===== config.mk =====
export PLATFORM = sky130hd
export DESIGN_NAME = fcs_flash_command_sequencer
export DESIGN_NICKNAME = d
export VERILOG_FILES = /design/src/verilog/fcs_pkg.sv /design/src/verilog/fcs_flash_command_sequencer.sv /design/src/verilog/fcs_tick_div.sv
export VERILOG_INCLUDE_DIRS = /design/src /design/src/verilog
export SDC_FILE = /design/constraint.sdc
export NUM_CORES = 1
export LEC_CHECK = 0
export BUFFER_PORTS_ARGS = -buffer_cell sky130_fd_sc_hd__clkbuf_2
export CAP_MARGIN = 0
export CELL_PAD_IN_SITES_DETAIL_PLACEMENT = 1
export CELL_PAD_IN_SITES_GLOBAL_PLACEMENT = 1
export CORE_ASPECT_RATIO = 1.1
export CORE_MARGIN = 8
export CORE_UTILIZATION = 35
export DETAILED_ROUTE_END_ITERATION = 6
export GPL_ROUTABILITY_DRIVEN = 0
export PLACE_DENSITY = 0.67
export SKIP_CTS_REPAIR_TIMING = 1
export SYNTH_ARGS = -nofsm -noshare
export SYNTH_HDL_FRONTEND = slang
export SYNTH_SLANG_ARGS = --single-unit

===== constraint.sdc =====
create_clock -name clk_in -period 8.5 [get_ports clk_in]
set_input_delay 2.125 -clock clk_in [delete_from_list [all_inputs] [get_ports clk_in]]
set_output_delay 2.125 -clock clk_in [all_outputs]
set_load 0.1 [all_outputs]

===== src/verilog/fcs_map.svh =====
`ifndef FCS_MAP_SVH
`define FCS_MAP_SVH

// ==========================================================
// Command codes
`define FCS_CMD_ERASE_VERIFY 8'h05
`define FCS_CMD_PROGRAM      8'h20
`define FCS_CMD_SECTOR_ERASE 8'h40
`define FCS_CMD_MASS_ERASE   8'h41

// ==========================================================
// Array map; the security byte is the low byte of its word
`define FCS_ARRAY_BASE   16'h4000
`define FCS_ARRAY_LAST   16'hfffe
`define FCS_SEC_WORD     16'hff0e
`define FCS_SEC_UNSECURE 2'b10
`define FCS_SECTOR_MASK  16'hfc00
`define FCS_ERASED_WORD  16'hffff
`define FCS_INVALID_DATA 16'h0000
`define FCS_HI_UNIT      17'h00800
`define FCS_LO_UNIT      16'h0400
`define FCS_TOP_PLUS1    17'h10000

// ==========================================================
// Status write bit positions
`define FCS_STAT_BUFFER_EMPTY_FLAG  7
`define FCS_STAT_PROTECTION_VIOLATION_FLAG  5
`define FCS_STAT_ACCESS_ERROR_FLAG 4

// ==========================================================
// Protection register fields and reset value
`define FCS_PROT_OPEN   7
`define FCS_PROT_HI_DIS 5
`define FCS_PROT_HI_SZ  4:3
`define FCS_PROT_LO_DIS 2
`define FCS_PROT_LO_SZ  1:0
`define FCS_PROT_RESET  8'hff

// ==========================================================
// Divider fields and algorithm lengths in timing ticks
`define FCS_DIV_PRE8    6
`define FCS_DIV_FDIV    5:0
`define FCS_PROG_TICKS  16'h0006
`define FCS_SERASE_TICKS 16'h0fa0
`define FCS_MERASE_TICKS 16'h4e20

`endif


===== src/verilog/fcs_pkg.sv =====
package fcs_pkg;

  typedef enum logic [2:0] {
    SEQ_IDLE = 3'b001,
    SEQ_WORD = 3'b010,
    SEQ_CMD  = 3'b100
  } fcs_seq_t;

  typedef enum logic [3:0] {
    ENG_SEC    = 4'b0001,
    ENG_IDLE   = 4'b0010,
    ENG_RUN    = 4'b0100,
    ENG_VERIFY = 4'b1000
  } fcs_eng_t;

  typedef enum logic [1:0] {
    OP_NONE   = 2'h0,
    OP_PROG   = 2'h1,
    OP_SERASE = 2'h2,
    OP_MERASE = 2'h3
  } fcs_op_t;

endpackage


===== src/verilog/fcs_flash_command_sequencer.sv =====
`timescale 1ns/1ps
`include "fcs_map.svh"
module fcs_flash_command_sequencer (
  // Clock and reset
  input  wire logic        clk_in,
  input  wire logic        rst_in,
  // Host array writes
  input  wire logic        arr_wr_in,
  input  wire logic [15:0] arr_wr_addr_in,
  input  wire logic [15:0] arr_wr_data_in,
  input  wire logic        arr_wr_byte_in,
  // Host array reads
  input  wire logic [15:0] arr_rd_addr_in,
  output logic      [15:0] rd_data_out,
  // Host register writes
  input  wire logic        clkdiv_wr_in,
  input  wire logic [6:0]  clkdiv_data_in,
  input  wire logic        cmd_wr_in,
  input  wire logic [7:0]  cmd_data_in,
  input  wire logic        stat_wr_in,
  input  wire logic [7:0]  stat_data_in,
  input  wire logic        prot_wr_in,
  input  wire logic [7:0]  prot_data_in,
  input  wire logic        other_reg_wr_in,
  // Interrupt enables
  input  wire logic        buffer_empty_int_en_in,
  input  wire logic        complete_int_en_in,
  // Operating mode
  input  wire logic        stop_mode_in,
  input  wire logic        background_debug_mode_in,
  input  wire logic        nonsecure_src_in,
  // Status
  output logic             buffer_empty_flag_out,
  output logic             command_complete_flag_out,
  output logic             protection_violation_flag_out,
  output logic             access_error_flag_out,
  output logic             blank_flag_out,
  output logic             divider_loaded_flag_out,
  output logic      [6:0]  clock_divider_reg_out,
  output logic      [7:0]  protection_reg_out,
  output logic             secure_out,
  output logic             reset_busy_out,
  output logic             irq_out,
  // Array macro
  output logic      [15:0] arr_raddr_out,
  input  wire logic [15:0] arr_rdata_in,
  output logic      [1:0]  arr_op_out,
  output logic      [15:0] arr_addr_out,
  output logic      [15:0] arr_data_out,
  output logic             hv_en_out
);

  // ==========================================================
  // State
  fcs_pkg::fcs_seq_t seq_r;
  fcs_pkg::fcs_eng_t eng_r;
  logic [15:0] wr_addr_r;
  logic [15:0] wr_data_r;
  logic [7:0]  wr_cmd_r;
  logic        buf_valid_r;
  logic [15:0] buf_addr_r;
  logic [15:0] buf_data_r;
  logic [7:0]  buf_cmd_r;
  logic [15:0] ev_addr_r;
  logic [15:0] tick_cnt_r;
  logic        stop_r;
  logic        prot_wr_done_r;
  logic        tick;

  // ==========================================================
  // Decode
  wire seq_idle = (seq_r == fcs_pkg::SEQ_IDLE);
  wire seq_word = (seq_r == fcs_pkg::SEQ_WORD);
  wire seq_cmd  = (seq_r == fcs_pkg::SEQ_CMD);
  wire eng_idle = (eng_r == fcs_pkg::ENG_IDLE);
  wire eng_run  = (eng_r == fcs_pkg::ENG_RUN);
  wire eng_ver  = (eng_r == fcs_pkg::ENG_VERIFY);
  wire eng_sec  = (eng_r == fcs_pkg::ENG_SEC);
  wire locked   = access_error_flag_out | protection_violation_flag_out;
  wire other_wr = other_reg_wr_in | clkdiv_wr_in | prot_wr_in;
  wire stop_enter = stop_mode_in & !stop_r;
  wire stop_exit  = !stop_mode_in & stop_r;

  wire aw_err = arr_wr_in & (!divider_loaded_flag_out | arr_wr_byte_in |
                arr_wr_addr_in[0] | !buffer_empty_flag_out | !seq_idle);
  wire aw_ok  = arr_wr_in & !aw_err;

  wire cmd_known = (cmd_data_in == `FCS_CMD_ERASE_VERIFY) |
                   (cmd_data_in == `FCS_CMD_PROGRAM) |
                   (cmd_data_in == `FCS_CMD_SECTOR_ERASE) |
                   (cmd_data_in == `FCS_CMD_MASS_ERASE);
  // secured part restricted to mass erase from a nonsecure source or in debug
  wire cmd_sec_bad = secure_out & (cmd_data_in != `FCS_CMD_MASS_ERASE) &
                     (nonsecure_src_in | background_debug_mode_in);
  // command only directly after the word
  wire cw_err = cmd_wr_in & (!seq_word | !cmd_known | cmd_sec_bad);
  wire cw_ok  = cmd_wr_in & !cw_err;
  wire ow_err = other_wr & !seq_idle;
  wire st_cbe = stat_data_in[`FCS_STAT_BUFFER_EMPTY_FLAG];
  // status write after word, or zero to buffer-empty after command
  wire st_err = stat_wr_in & (seq_word | (seq_cmd & !st_cbe));
  wire launch_req = stat_wr_in & st_cbe & seq_cmd;

  // ==========================================================
  // Protection check
  wire [15:0] hi_bound = 16'(`FCS_TOP_PLUS1 -
                  (`FCS_HI_UNIT << protection_reg_out[`FCS_PROT_HI_SZ]));
  wire [15:0] lo_top = 16'(`FCS_ARRAY_BASE +
                  (`FCS_LO_UNIT << protection_reg_out[`FCS_PROT_LO_SZ]));
  wire        p_open  = protection_reg_out[`FCS_PROT_OPEN];
  wire        p_hidis = protection_reg_out[`FCS_PROT_HI_DIS];
  wire        p_lodis = protection_reg_out[`FCS_PROT_LO_DIS];
  wire [15:0] sect_base = wr_addr_r & `FCS_SECTOR_MASK;
  wire prog_hit = !p_open | (!p_hidis & (wr_addr_r >= hi_bound)) |
                  (!p_lodis & (wr_addr_r < lo_top));
  wire sect_hit = !p_open | (!p_hidis & (sect_base >= hi_bound)) |
                  (!p_lodis & (sect_base < lo_top));
  wire mass_hit = !p_open | !p_hidis | !p_lodis;
  wire prot_hit = ((wr_cmd_r == `FCS_CMD_PROGRAM) & prog_hit) |
                  ((wr_cmd_r == `FCS_CMD_SECTOR_ERASE) & sect_hit) |
                  ((wr_cmd_r == `FCS_CMD_MASS_ERASE) & mass_hit);

  // launch refused while an error flag stands
  wire launch_ok = launch_req & !locked & !prot_hit & !stop_mode_in;
  wire protection_violation_flag_set = launch_req & !locked & prot_hit;
  wire stop_abort = stop_enter & !command_complete_flag_out;
  wire acc_set = aw_err | cw_err | ow_err | st_err | stop_abort;

  // ==========================================================
  // Engine decode
  wire start = buf_valid_r & eng_idle & !stop_mode_in;
  wire ev_bad  = eng_ver & (arr_rdata_in != `FCS_ERASED_WORD);
  wire ev_last = eng_ver & (ev_addr_r == `FCS_ARRAY_LAST);
  wire run_end = eng_run & tick & (tick_cnt_r == 16'h0001);
  wire done    = run_end | ev_bad | ev_last;
  wire [15:0] op_ticks =
      (buf_cmd_r == `FCS_CMD_PROGRAM)      ? `FCS_PROG_TICKS :
      (buf_cmd_r == `FCS_CMD_SECTOR_ERASE) ? `FCS_SERASE_TICKS :
                                             `FCS_MERASE_TICKS;
  wire [1:0] op_code =
      (buf_cmd_r == `FCS_CMD_PROGRAM)      ? fcs_pkg::OP_PROG :
      (buf_cmd_r == `FCS_CMD_SECTOR_ERASE) ? fcs_pkg::OP_SERASE :
                                             fcs_pkg::OP_MERASE;
  // sector erase drops [9:0], mass erase ignores address
  wire [15:0] op_addr =
      (buf_cmd_r == `FCS_CMD_PROGRAM)      ? buf_addr_r :
      (buf_cmd_r == `FCS_CMD_SECTOR_ERASE) ? (buf_addr_r &
                                              `FCS_SECTOR_MASK) :
                                             16'h0000;
  wire [15:0] raddr_nxt = eng_sec ? `FCS_SEC_WORD :
                          eng_ver ? ev_addr_r : arr_rd_addr_in;

  assign irq_out = (buffer_empty_flag_out & buffer_empty_int_en_in) |
                   (command_complete_flag_out & complete_int_en_in);
  assign reset_busy_out = eng_sec;
  assign arr_raddr_out  = raddr_nxt;

  fcs_tick_div u_tick (
    .clk_in   (clk_in),
    .rst_in   (rst_in),
    .fdiv_in  (clock_divider_reg_out[`FCS_DIV_FDIV]),
    .pre8_in  (clock_divider_reg_out[`FCS_DIV_PRE8]),
    .run_in   (eng_run),
    .tick_out (tick)
  );

  // ==========================================================
  // Command write sequence
  always_ff @(posedge clk_in or posedge rst_in) begin
    if (rst_in) begin
      seq_r     <= fcs_pkg::SEQ_IDLE;
      wr_addr_r <= 16'h0000;
      wr_data_r <= 16'h0000;
      wr_cmd_r  <= 8'h00;
    end else begin
      // any error or stop returns to idle
      if (acc_set | launch_req | stop_mode_in) begin
        seq_r <= fcs_pkg::SEQ_IDLE;
      end else if (aw_ok) begin
        seq_r <= fcs_pkg::SEQ_WORD;
      end else if (cw_ok) begin
        seq_r <= fcs_pkg::SEQ_CMD;
      end
      if (aw_ok) begin
        wr_addr_r <= arr_wr_addr_in;
        wr_data_r <= arr_wr_data_in;
      end
      if (cw_ok) begin
        wr_cmd_r <= cmd_data_in;
      end
    end
  end

  // ==========================================================
  // Buffer stage
  always_ff @(posedge clk_in or posedge rst_in) begin
    if (rst_in) begin
      buf_valid_r <= 1'b0;
      buf_addr_r  <= 16'h0000;
      buf_data_r  <= 16'h0000;
      buf_cmd_r   <= 8'h00;
    end else begin
      // stop discards; buffered waits for engine
      if (stop_abort | stop_exit) begin
        buf_valid_r <= 1'b0;
      end else if (launch_ok) begin
        buf_valid_r <= 1'b1;
        buf_addr_r  <= wr_addr_r;
        buf_data_r  <= wr_data_r;
        buf_cmd_r   <= wr_cmd_r;
      end else if (start) begin
        buf_valid_r <= 1'b0;
      end
    end
  end

  // ==========================================================
  // Flags
  always_ff @(posedge clk_in or posedge rst_in) begin
    if (rst_in) begin
      buffer_empty_flag_out         <= 1'b1;
      command_complete_flag_out     <= 1'b1;
      access_error_flag_out         <= 1'b0;
      protection_violation_flag_out <= 1'b0;
      stop_r                        <= 1'b0;
    end else begin
      stop_r <= stop_mode_in;
      // launch clears buffer-empty until moved to engine
      if (stop_exit | start) begin
        buffer_empty_flag_out <= 1'b1;
      end else if (launch_ok) begin
        buffer_empty_flag_out <= 1'b0;
      end
      // complete only when nothing remains buffered
      if (stop_abort | (done & !buf_valid_r & !launch_ok)) begin
        command_complete_flag_out <= 1'b1;
      end else if (launch_ok) begin
        command_complete_flag_out <= 1'b0;
      end
      // Set wins over a same-cycle software clear
      if (acc_set) begin
        access_error_flag_out <= 1'b1;
      end else if (stat_wr_in & stat_data_in[`FCS_STAT_ACCESS_ERROR_FLAG]) begin
        access_error_flag_out <= 1'b0;
      end
      if (protection_violation_flag_set) begin
        protection_violation_flag_out <= 1'b1;
      end else if (stat_wr_in & stat_data_in[`FCS_STAT_PROTECTION_VIOLATION_FLAG]) begin
        protection_violation_flag_out <= 1'b0;
      end
    end
  end

  // ==========================================================
  // Configuration registers
  always_ff @(posedge clk_in or posedge rst_in) begin
    if (rst_in) begin
      clock_divider_reg_out   <= 7'h00;
      divider_loaded_flag_out <= 1'b0;
      protection_reg_out      <= `FCS_PROT_RESET;
      prot_wr_done_r          <= 1'b0;
    end else begin
      if (clkdiv_wr_in) begin
        clock_divider_reg_out   <= clkdiv_data_in;
        divider_loaded_flag_out <= 1'b1;
      end
      // writable once normally, always in debug
      if (prot_wr_in & (background_debug_mode_in | !prot_wr_done_r)) begin
        protection_reg_out <= prot_data_in;
        prot_wr_done_r     <= 1'b1;
      end
    end
  end

  // ==========================================================
  // Algorithm engine
  // wait mode has no effect, so work runs to the end
  always_ff @(posedge clk_in or posedge rst_in) begin
    if (rst_in) begin
      eng_r          <= fcs_pkg::ENG_SEC;
      secure_out     <= 1'b1;
      blank_flag_out <= 1'b0;
      ev_addr_r      <= `FCS_ARRAY_BASE;
      tick_cnt_r     <= 16'h0000;
      arr_op_out     <= fcs_pkg::OP_NONE;
      arr_addr_out   <= 16'h0000;
      arr_data_out   <= 16'h0000;
      hv_en_out      <= 1'b0;
    end else if (stop_enter) begin
      if (!eng_sec) begin
        eng_r <= fcs_pkg::ENG_IDLE;
      end
      arr_op_out <= fcs_pkg::OP_NONE;
      hv_en_out  <= 1'b0;
    end else begin
      unique case (eng_r)
        fcs_pkg::ENG_SEC: begin
          // security byte sampled after every reset
          secure_out <= (arr_rdata_in[1:0] != `FCS_SEC_UNSECURE);
          eng_r      <= fcs_pkg::ENG_IDLE;
        end
        fcs_pkg::ENG_IDLE: begin
          if (start && buf_cmd_r == `FCS_CMD_ERASE_VERIFY) begin
            // whole array, address and data ignored
            blank_flag_out <= 1'b0;
            ev_addr_r      <= `FCS_ARRAY_BASE;
            eng_r          <= fcs_pkg::ENG_VERIFY;
          end else if (start) begin
            tick_cnt_r   <= op_ticks;
            arr_op_out   <= op_code;
            arr_addr_out <= op_addr;
            arr_data_out <= buf_data_r;
            hv_en_out    <= 1'b1;
            eng_r        <= fcs_pkg::ENG_RUN;
          end
        end
        fcs_pkg::ENG_RUN: begin
          if (run_end) begin
            arr_op_out <= fcs_pkg::OP_NONE;
            hv_en_out  <= 1'b0;
            eng_r      <= fcs_pkg::ENG_IDLE;
          end else if (tick) begin
            tick_cnt_r <= tick_cnt_r - 16'h0001;
          end
        end
        fcs_pkg::ENG_VERIFY: begin
          if (ev_bad) begin
            eng_r <= fcs_pkg::ENG_IDLE;
          end else if (ev_last) begin
            blank_flag_out <= 1'b1;
            eng_r          <= fcs_pkg::ENG_IDLE;
          end else begin
            ev_addr_r <= ev_addr_r + 16'h0002;
          end
        end
      endcase
    end
  end

  // ==========================================================
  // Host read data
  // reads raise no error; invalid while algorithm runs
  always_ff @(posedge clk_in or posedge rst_in) begin
    if (rst_in) begin
      rd_data_out <= `FCS_INVALID_DATA;
    end else if (command_complete_flag_out & !eng_sec) begin
      rd_data_out <= arr_rdata_in;
    end else begin
      rd_data_out <= `FCS_INVALID_DATA;
    end
  end

endmodule


===== src/verilog/fcs_tick_div.sv =====
`timescale 1ns/1ps
module fcs_tick_div (
  // Clock and reset
  input  wire logic       clk_in,
  input  wire logic       rst_in,
  // Divider setting
  input  wire logic [5:0] fdiv_in,
  input  wire logic       pre8_in,
  input  wire logic       run_in,
  // Timing tick
  output logic            tick_out
);

  logic [2:0] pre_r;
  logic [5:0] cnt_r;
  wire        pre_wrap = !pre8_in || (pre_r == 3'h7);
  wire        cnt_wrap = (cnt_r == fdiv_in);

  // Tick period is (fdiv+1) bus cycles, eight times longer with pre8
  always_ff @(posedge clk_in or posedge rst_in) begin
    if (rst_in) begin
      pre_r    <= 3'h0;
      cnt_r    <= 6'h00;
      tick_out <= 1'b0;
    end else if (!run_in) begin
      pre_r    <= 3'h0;
      cnt_r    <= 6'h00;
      tick_out <= 1'b0;
    end else begin
      pre_r    <= pre_wrap ? 3'h0 : pre_r + 3'h1;
      tick_out <= pre_wrap && cnt_wrap;
      if (pre_wrap) begin
        cnt_r <= cnt_wrap ? 6'h00 : cnt_r + 6'h01;
      end
    end
  end

endmodule


==> flow_metrics.tcl, run 1 <==
set metrics [dict create \
    run_status "complete, no violations" \
    htreeDepth 1 \
    final_cell_area_um2 11400 \
    instances_no_fill 1379 \
    yosysTopAreaCell "dfrtp_1" \
    cts_tree "built" \
    avgSynthCellArea_um2 11.6 \
    r2r-end "buf_cmd_r[7]$_DFFE_PP0P_" \
    synth_cells 811 \
    leakagePower_nw 5.46 \
    holdPathStages 1 \
    ff2ff_path_depth 10 \
    slowest_delay_ns 0.48 \
    insertion_delay_ns 0.52 \
    finalClockSkew_ns 0.0137 \
    tightest_slew_ns 0.967 \
    nFillCells 3052 \
    wl_met2_mm 12.2 \
    num_io_pins 200 \
    grt-ovfl-total 0 \
    end_kind "output port" \
    rrSetupSlack_ns 4.96 \
    finalCritPeriodShare_pct 59.1 \
    drt.antenna.violating_nets 0 \
    cts-root-buf "clkbuf_16" \
    layout.nets 1129 \
    wl_met3_mm 1.87 \
    clkTransAtPathRegs_ns 0.06 \
    cts_sinks 204 \
    syn_area_um2 9370 \
    rsz0062_at_grt "no" \
    fin_crit_ns 5.02 \
    cp_top_family "buffers and inverters" \
    die_width_um 172 \
    synth_top_area_share_pct 50.7 \
    synth.distinct_cells 68 \
    dp_hpwl_mm 18.2 \
    drv_cap 0 \
    synth_area_leaders "dfrtp_1, mux2_4, mux2_2" \
    hold_viol_final 0 \
    wl_mm 25.2 \
    area_growth_pct 21.7 \
    drive_above_1_share_pct 35.8 \
    hp-start "u_tick.pre_r[0]$_DFF_PP0_" \
    seq_area_frac_synth_pct 54.7 \
    rows 63 \
    max_freq_mhz 199 \
    maxSlewViolCount 0 \
    antenna_found_initial 0 \
    cp_common_cell "clkbuf_2" \
    grt_max_degree 100 \
    antennaDiodeCount 0 \
    ys_ff_latch 204 \
    io_buffers 194 \
    drt_iter0_drc 281 \
    finalSetupViolCount 0 \
    synth_warnings 0 \
    grt_pass1_vias 7674 \
    fin_tns_setup_ns 0 \
    drt_pre_antenna_iters 4 \
    crit_buf_inv 2 \
    drc 0 \
    synthArstFlopShare_pct 100 \
    highest_layer "met4" \
    hold-path-endpoint "u_tick.pre_r[0]$_DFF_PP0_" \
    cp_cell_sequence "clkbuf_2, nand2_1, a21oi_1, clkbuf_2" \
    vias_per_cell 4.96 \
    path_class "input port to output port" \
    wirelength_met1_mm 10.8 \
    place_inst 1337 \
    ys.flop_type "dfrtp_1" \
    die_h_um 188 \
    place_area_um2 10700 \
    r2r_start "protection_reg_out[3]$_DFFE_PP1P_" \
    via_count 6838 \
    post_drt_wl_per_cell_um 18.3 \
    slew_headroom_pct 34.7 \
    peakVddDrop_v 0.000150 \
    start_util_pct 35.2 \
    cts_buffers 23 \
    crit_arrival_ns 2.90 \
    grt_pass1_wl_mm 41.3 \
    finalPower_mw 2.35 \
    cp.required_ns 6.38 \
    synth_fp_nets 935 \
    crit_fanout 1 \
    cts_buffer_depth 3 \
    slowest_stage "clkbuf_2" \
    startpoint_type "input port" \
    post-synth-top-count-cell "dfrtp_1" \
    die_area_um2 32300 \
    synth_enable_flop_cells 0 \
    track_usage_pct 15.8 \
    core_um2 26600 \
    whs_ns 0.433 \
    power_density_nw_per_um2 206 \
    synthTopCellsByCount "dfrtp_1, nand2_1, nor2_1, mux2_2, mux2_4" \
    hp-class "flip-flop to flip-flop" \
]
[layer usage]
| layer | vias up | track usage [%] |
|---|---|---|
| met3 | 32 | 4.14 |
| met4 | 0 | 3.95 |
| met1 | 3394 | 19.7 |
| met5 | - | 0 |
| met2 | 164 | 26.7 |
| li1 | 3248 | - |
[sequential cells by signal, summed over array words and instances (netlist names), 2 cells and up]
signal / count
protection_reg_out: 8
clock_divider_reg_out: 7
seq_r: 3
wr_addr_r: 16
arr_addr_out: 16
arr_data_out: 16
rd_data_out: 16
u_tick.pre_r: 3
wr_cmd_r: 8
ev_addr_r: 15
buf_addr_r: 16
buf_data_r: 16
eng_r: 4
buf_cmd_r: 8
arr_op_out: 2
u_tick.cnt_r: 6
tick_cnt_r: 16
wr_data_r: 16
[stage by stage]
step / setup slack (ns) / util, %
after global routing: 3.38 / 42.8
after floorplan: 0.831 / -
final: 3.48 / 42.8
after detailed placement: 3.31 / 40.0
after CTS: 3.45 / 42.8
after global placement: 3.36 / 40.0
[worst register-to-register path: stages, from the launching register on]
cell and delay (ns):
dfstp_2 0.38, or2_2 0.31, ha_1 0.28, inv_1 0.04, ha_1 0.26, o211ai_1 0.09
a211oi_1 0.09, o41a_1 0.42, nor2_4 0.63, buf_4 0.56, mux2_4 0.36
[layout by cell type, fill, tap and decap left out, types with 4 or more instances in the layout]
cell type,instances
dfstp_2,14
mux2_4,40
a31oi_1,4
xnor2_1,23
ha_1,15
a211oi_1,4
nand3b_1,4
inv_1,17
nor3_1,13
mux2_2,49
clkbuf_16,23
and3_1,20
clkbuf_1,11
nor4_1,14
nor2_1,55
nor3b_1,7
nand4_1,8
clkbuf_8,4
o21ai_0,28
dfrtp_1,190
clkbuf_2,194
nand3_1,20
nand2b_1,9
nor2b_1,7
buf_4,9
nor4_2,6
a22o_1,18
a21oi_1,30
o211ai_1,4
or2_2,5
or3_1,6
and2_1,6
nand2_1,108
[report_power, final]
| part | leakage, nW | internal [mW] | switching [mW] |
|---|---|---|---|
| Clock | 0.353 | 0.572 | 0.400 |
| Sequential | 2.65 | 1.03 | 0.0368 |
| Combinational | 2.46 | 0.0907 | 0.221 |
[how the worst max path moves through the flow]
stage                                              to            startpoint  slack [ns]  cells after the start
global route                           reset_busy_out  eng_r[0]$_DFFE_PP1P_        3.38                      3
CTS                                    reset_busy_out  eng_r[0]$_DFFE_PP1P_        3.45                      3
detailed placement           buf_cmd_r[0]$_DFFE_PP0P_            stat_wr_in        3.31                      8
floorplan           access_error_flag_out$_DFFE_PP0P_                rst_in        0.83                      1
global placement             buf_cmd_r[4]$_DFFE_PP0P_            stat_wr_in        3.36                      8
finish                               arr_raddr_out[4]     arr_rd_addr_in[4]        3.48                      4
[area by class of cell]
| type | instances | area, µm² | area share [%] |
|---|---|---|---|
| Tap cell | 357 | 447 | 3.92 |
| Clock inverter | 4 | 62.6 | 0.549 |
| Sequential cell | 204 | 5120 | 44.9 |
| Inverter | 18 | 75.1 | 0.658 |
| Timing Repair Buffer | 203 | 1040 | 9.11 |
| Clock buffer | 38 | 672 | 5.89 |
| Multi-Input combinational cell | 555 | 3990 | 35.0 |
[cell families (layout without fill, tap and decap cells)]
kind of cell               count (synthesis)  after routing  synth area share, %
and+or+nand+nor                          314            314                 17.8
adders and majority gates                 15             15                 2.00
buffers and inverters                     52            263                 2.88
xor gates and xnor gates                  26             26                 2.43
muxes                                     90             90                 12.4
AOI/OAI and AO/OA                        110            110                 7.78
DFF                                      204            204                 54.7
Note: power is estimated with default switching activity, not from simulation.
==> run 2: changes to the inputs <==
==> constraint.sdc (replaced) <==
create_clock -name clk_in -period 4.8 [get_ports clk_in]
set_input_delay 1.2 -clock clk_in [delete_from_list [all_inputs] [get_ports clk_in]]
set_output_delay 1.2 -clock clk_in [all_outputs]
set_load 0.1 [all_outputs]
==> flow_metrics.tcl, run 2 (same netlist as run 1, synthesis figures left out) <==
set metrics [dict create \
    wl_mm 25.1 \
    via_count 6873 \
    start_util_pct 35.2 \
    peakVddDrop_v 0.000277 \
    leakagePower_nw 5.50 \
    crit_arrival_ns 2.85 \
    drt_iter0_drc 279 \
    setup_slack_ns 0.746 \
    num_io_pins 200 \
    finalCritPeriodShare_pct 84.5 \
    rsz0062_at_grt "no" \
    io_buffers 194 \
    finalPower_mw 4.23 \
    path_class "flip-flop to output port" \
    fin_tns_setup_ns 0 \
    max_freq_mhz 247 \
    cts-root-buf "clkbuf_16" \
    drt_pre_antenna_iters 4 \
    die_area_um2 32300 \
    vias_per_cell 4.98 \
    drv_cap 0 \
    mostFrequentLayoutCells "clkbuf_2, dfrtp_1, nand2_1" \
    die_width_um 172 \
    place_area_um2 10700 \
    fin_crit_ns 4.05 \
    grt_pass1_vias 7582 \
    cts_buffer_depth 3 \
    dp_hpwl_mm 18.1 \
    grt-ovfl-total 0 \
    hp-start "u_tick.pre_r[0]$_DFF_PP0_" \
    area_growth_pct 22.3 \
    holdPathStages 1 \
    die_h_um 188 \
    grt_pass1_wl_mm 41.2 \
    hold_viol_final 0 \
    core_um2 26600 \
    final_common_cell "clkbuf_2" \
    finalSetupViolCount 0 \
    nFillCells 3045 \
    antennaDiodeCount 0 \
    htreeDepth 1 \
    track_usage_pct 15.6 \
    r2r_start "eng_r[1]$_DFFE_PP0P_" \
    crit_fanout 32 \
    startpoint_type "flip-flop" \
    hp-class "flip-flop to flip-flop" \
    run_status "complete, no violations" \
    power_density_nw_per_um2 369 \
    crit_path_start "eng_r[0]$_DFFE_PP1P_" \
    slew_headroom_pct 36.2 \
    final_cell_area_um2 11500 \
    cts_tree "built" \
    pre_cts_slack_ns 1.13 \
    maxSlewViolCount 0 \
    cts_sinks 204 \
    ff2ff_path_depth 6 \
    cp.required_ns 3.60 \
    post_drt_wl_per_cell_um 18.2 \
    drc 0 \
    finalClockSkew_ns 0.0148 \
    tightest_slew_ns 0.944 \
    drt.antenna.violating_nets 0 \
    end_kind "output port" \
    rows 63 \
    antenna_found_initial 0 \
    whs_ns 0.428 \
    grt_max_degree 132 \
    clkTransAtPathRegs_ns 0.06 \
    cts_buffers 23 \
    drive_above_1_share_pct 36.2 \
    insertion_delay_ns 0.51 \
    layout.nets 1131 \
]
## run 2: layer usage
metal	part of all wire, %	vias up	track usage, %	wire length, µm
met4	2.0	0	4.05	493
met1	44	3433	19.8	10900
met2	48	156	26.2	12000
met5	0	-	0	0
li1	-	3251	-	-
met3	6.7	33	3.76	1690
## run 2: final cells by class
class	instances	area, µm²	share of cell area (%)
tap	357	447	3.90
inverter	18	71.3	0.622
sequential	204	5120	44.7
clock inverter	5	82.6	0.720
timing repair buffer	205	1070	9.30
multi-input combinational	555	3990	34.8
clock buffer	37	688	6.00
## run 2: report_power, final
group | switching, mW | total [mW] | internal (mW)
Clock | 0.705 | 1.79 | 1.09
Combinational | 0.390 | 0.552 | 0.162
Sequential | 0.0660 | 1.88 | 1.82
## run 2: stage by stage
step	instances	util, %
after floorplan	811	-
after detailed placement	1339	40.1
after CTS	1381	43.0
after global routing	1381	43.0
after global placement	1339	40.1
final	1381	43.0
## run 2: critical path: stages, from the launching register on
cell and delay, ns:
dfstp_2 0.58, or4b_2 0.94, inv_1 0.32, clkbuf_2 0.51
## run 2: worst paths after layout
| path | end | slack [ns] |
|---|---|---|
| setup / recovery | reset_busy_out | 0.75 |
| hold / removal | u_tick.pre_r[0]$_DFF_PP0_ | 0.43 |
| setup reg to reg | tick_cnt_r[11]$_DFFE_PP0P_ | 1.60 |
| hold reg to reg | u_tick.pre_r[0]$_DFF_PP0_ | 0.43 |
| max in group asynchronous | buf_addr_r[4]$_DFFE_PP0P_ | 3.14 |
| min in group asynchronous | clock_divider_reg_out[3]$_DFFE_PP0P_ | 0.85 |
==> run 3: changes to the inputs <==
--- a/config.mk
+++ b/config.mk
@@ -6,6 +6,7 @@
 export SDC_FILE = /design/constraint.sdc
 export NUM_CORES = 1
 export LEC_CHECK = 0
+export ABC_AREA = 1
 export BUFFER_PORTS_ARGS = -buffer_cell sky130_fd_sc_hd__clkbuf_2
 export CAP_MARGIN = 0
 export CELL_PAD_IN_SITES_DETAIL_PLACEMENT = 1
@@ -15,7 +16,7 @@
 export CORE_UTILIZATION = 35
 export DETAILED_ROUTE_END_ITERATION = 6
 export GPL_ROUTABILITY_DRIVEN = 0
-export PLACE_DENSITY = 0.67
+export PLACE_DENSITY = 0.73
 export SKIP_CTS_REPAIR_TIMING = 1
 export SYNTH_ARGS = -nofsm -noshare
 export SYNTH_HDL_FRONTEND = slang
==> constraint.sdc (replaced) <==
create_clock -name clk_in -period 3.4 [get_ports clk_in]
set_input_delay 0.85 -clock clk_in [delete_from_list [all_inputs] [get_ports clk_in]]
set_output_delay 0.85 -clock clk_in [all_outputs]
set_load 0.1 [all_outputs]
==> flow_metrics.tcl, run 3 <==
set metrics [dict create \
    track_usage_pct 17.6 \
    ys_ff_latch 204 \
    grt-ovfl-total 0 \
    finalCritPeriodShare_pct 93.2 \
    final_cell_area_um2 12200 \
    die_area_um2 34000 \
    io_buffers 194 \
    finalClockSkew_ns 0.0160 \
    synth_cells 1233 \
    syn_area_um2 9910 \
    rsz0062_at_grt "no" \
    grt_max_degree 69 \
    fin_tns_setup_ns 0 \
    hp-class "flip-flop to flip-flop" \
    vias_per_cell 4.87 \
    drt_pre_antenna_iters 4 \
    path_class "flip-flop to output port" \
    drt_iter0_drc 477 \
    antenna_found_initial 0 \
    maxSlewViolCount 0 \
    drv_cap 0 \
    avgSynthCellArea_um2 8.04 \
    synthTopCellsByCount "nand2_1, dfrtp_1, nor2_1, inv_1, nand3_1" \
    hold_viol_final 0 \
    grt_pass1_wl_mm 49.6 \
    fin_crit_ns 3.17 \
    core_um2 27900 \
    post-synth-top-count-cell "nand2_1" \
    synth_enable_flop_cells 0 \
    leakagePower_nw 6.47 \
    seq_area_frac_synth_pct 51.7 \
    layout.nets 1545 \
    synth_warnings 0 \
    crit_arrival_ns 2.32 \
    num_io_pins 200 \
    finalSetupViolCount 0 \
    max_freq_mhz 316 \
    place_inst 1758 \
    end_kind "output port" \
    start_util_pct 35.6 \
    antennaDiodeCount 0 \
    finalPower_mw 6.01 \
    cts_buffers 24 \
    yosysTopAreaCell "dfrtp_1" \
    setup_slack_ns 0.232 \
    die_width_um 176 \
    final_common_cell "nand2_1" \
    p_sw_share_pct 28.5 \
    ys.flop_type "dfrtp_1" \
    wl_mm 29.0 \
    drt.antenna.violating_nets 0 \
    tightest_slew_ns 1.14 \
    power_density_nw_per_um2 494 \
    slew_headroom_pct 24.1 \
    cts_buffer_depth 3 \
    insertion_delay_ns 0.51 \
    whs_ns 0.445 \
    synth_top_area_share_pct 48.0 \
    area_growth_pct 22.8 \
    grt_pass1_vias 9768 \
    p_comb_share_pct 13.5 \
    clkPwrFrac_pct 42.6 \
    synth.distinct_cells 42 \
    rows 64 \
    power.switching_mw 1.71 \
    synth_fp_nets 1357 \
    mostFrequentLayoutCells "nand2_1, dfrtp_1, clkbuf_2" \
    via_count 8770 \
    dp_hpwl_mm 20.9 \
    clkTransAtPathRegs_ns 0.05 \
    cts_sinks 204 \
    run_status "complete, no violations" \
    synthArstFlopShare_pct 100 \
    cts-root-buf "clkbuf_16" \
    synth_area_leaders "dfrtp_1, nand2_1, nor2_1" \
    cp.required_ns 2.55 \
    cts_tree "built" \
    startpoint_type "flip-flop" \
    drive_above_1_share_pct 22.8 \
    place_area_um2 11400 \
    drc 0 \
    power.share.sequential_pct 43.9 \
    die_h_um 192 \
    instances_no_fill 1802 \
    htreeDepth 1 \
    utilization_pct 43.7 \
    post_drt_wl_per_cell_um 16.1 \
    intPower_mw 4.30 \
    peakVddDrop_v 0.000437 \
    pre_cts_slack_ns 0.590 \
    crit_fanout 32 \
]
## run 3: changes by cell type after synthesis, moves of 39 or more
cell     before  now
inv_1        18   93
nand3_1      20   84
nor2_1       55  113
nand4_1       8   47
mux2_4       40    0
nand2_1     108  434
mux2_2       49    4
## run 3: worst paths after layout
| kind | start | end | slack (ns) | cells past startpoint |
|---|---|---|---|---|
| max | eng_r[0]$_DFFE_PP1P_ | arr_raddr_out[0] | 0.23 | 8 |
| min | u_tick.pre_r[0]$_DFF_PP0_ | u_tick.pre_r[0]$_DFF_PP0_ | 0.45 | 1 |
| max reg2reg | protection_reg_out[4]$_DFFE_PP1P_ | buf_addr_r[9]$_DFFE_PP0P_ | 0.60 | 13 |
| min reg2reg | u_tick.pre_r[0]$_DFF_PP0_ | u_tick.pre_r[0]$_DFF_PP0_ | 0.45 | 1 |
| max in group asynchronous | rst_in | seq_r[0]$_DFFE_PP1P_ | 2.13 | 3 |
| min in group asynchronous | rst_in | wr_cmd_r[6]$_DFFE_PP0P_ | 0.46 | 2 |
## run 3: power groups by stage
| stage | combinational [mW] | clock [mW] | sequential, mW |
|---|---|---|---|
| 5_1_grt | 0.894 | 2.74 | 2.66 |
| 2_1_floorplan | 0.373 | 0 | 2.89 |
| 3_5_place_dp | 0.821 | 0 | 2.68 |
| 4_1_cts | 0.826 | 2.64 | 2.64 |
| 6_report | 0.810 | 2.56 | 2.64 |
| 3_3_place_gp | 0.800 | 0 | 2.68 |
## run 3: kinds of logic after synthesis
group | after synthesis | share of synthesized area [%]
simple gates | 750 | 33.1
flops | 204 | 51.7
buf+inv | 153 | 6.43
compound gates | 87 | 4.70
xor+xnor | 20 | 1.77
fa+ha+maj | 15 | 1.89
mux | 4 | 0.455
## run 3: layout make-up
| class | count | area, µm² |
|---|---|---|
| Inverter | 106 | 404 |
| Timing Repair Buffer | 209 | 1220 |
| Tap cell | 363 | 454 |
| Clock buffer | 37 | 721 |
| Fill cell | 3464 | 15700 |
| Sequential cell | 204 | 5120 |
| Multi-Input combinational cell | 876 | 4170 |
| Clock inverter | 7 | 72.6 |
## run 3: worst max-delay path, cell delays in order, from the launching register on
cell	delay, ns
dfstp_2	0.54
nor2_2	0.05
nand2_1	0.07
nor2_2	0.05
buf_4	0.17
inv_4	0.26
nand2_1	0.09
nor2_1	0.10
clkbuf_2	0.46
## run 3: metal layers
layer / global-route usage (%) / up-vias / part of all wire [%] / routed length [µm]
li1: - / 4313 / - / -
met5: 0 / - / 0 / 0
met3: 2.68 / 42 / 4.2 / 1210
met4: 4.82 / 0 / 2.0 / 569
met2: 31.5 / 166 / 50 / 14400
met1: 21.7 / 4249 / 44 / 12800
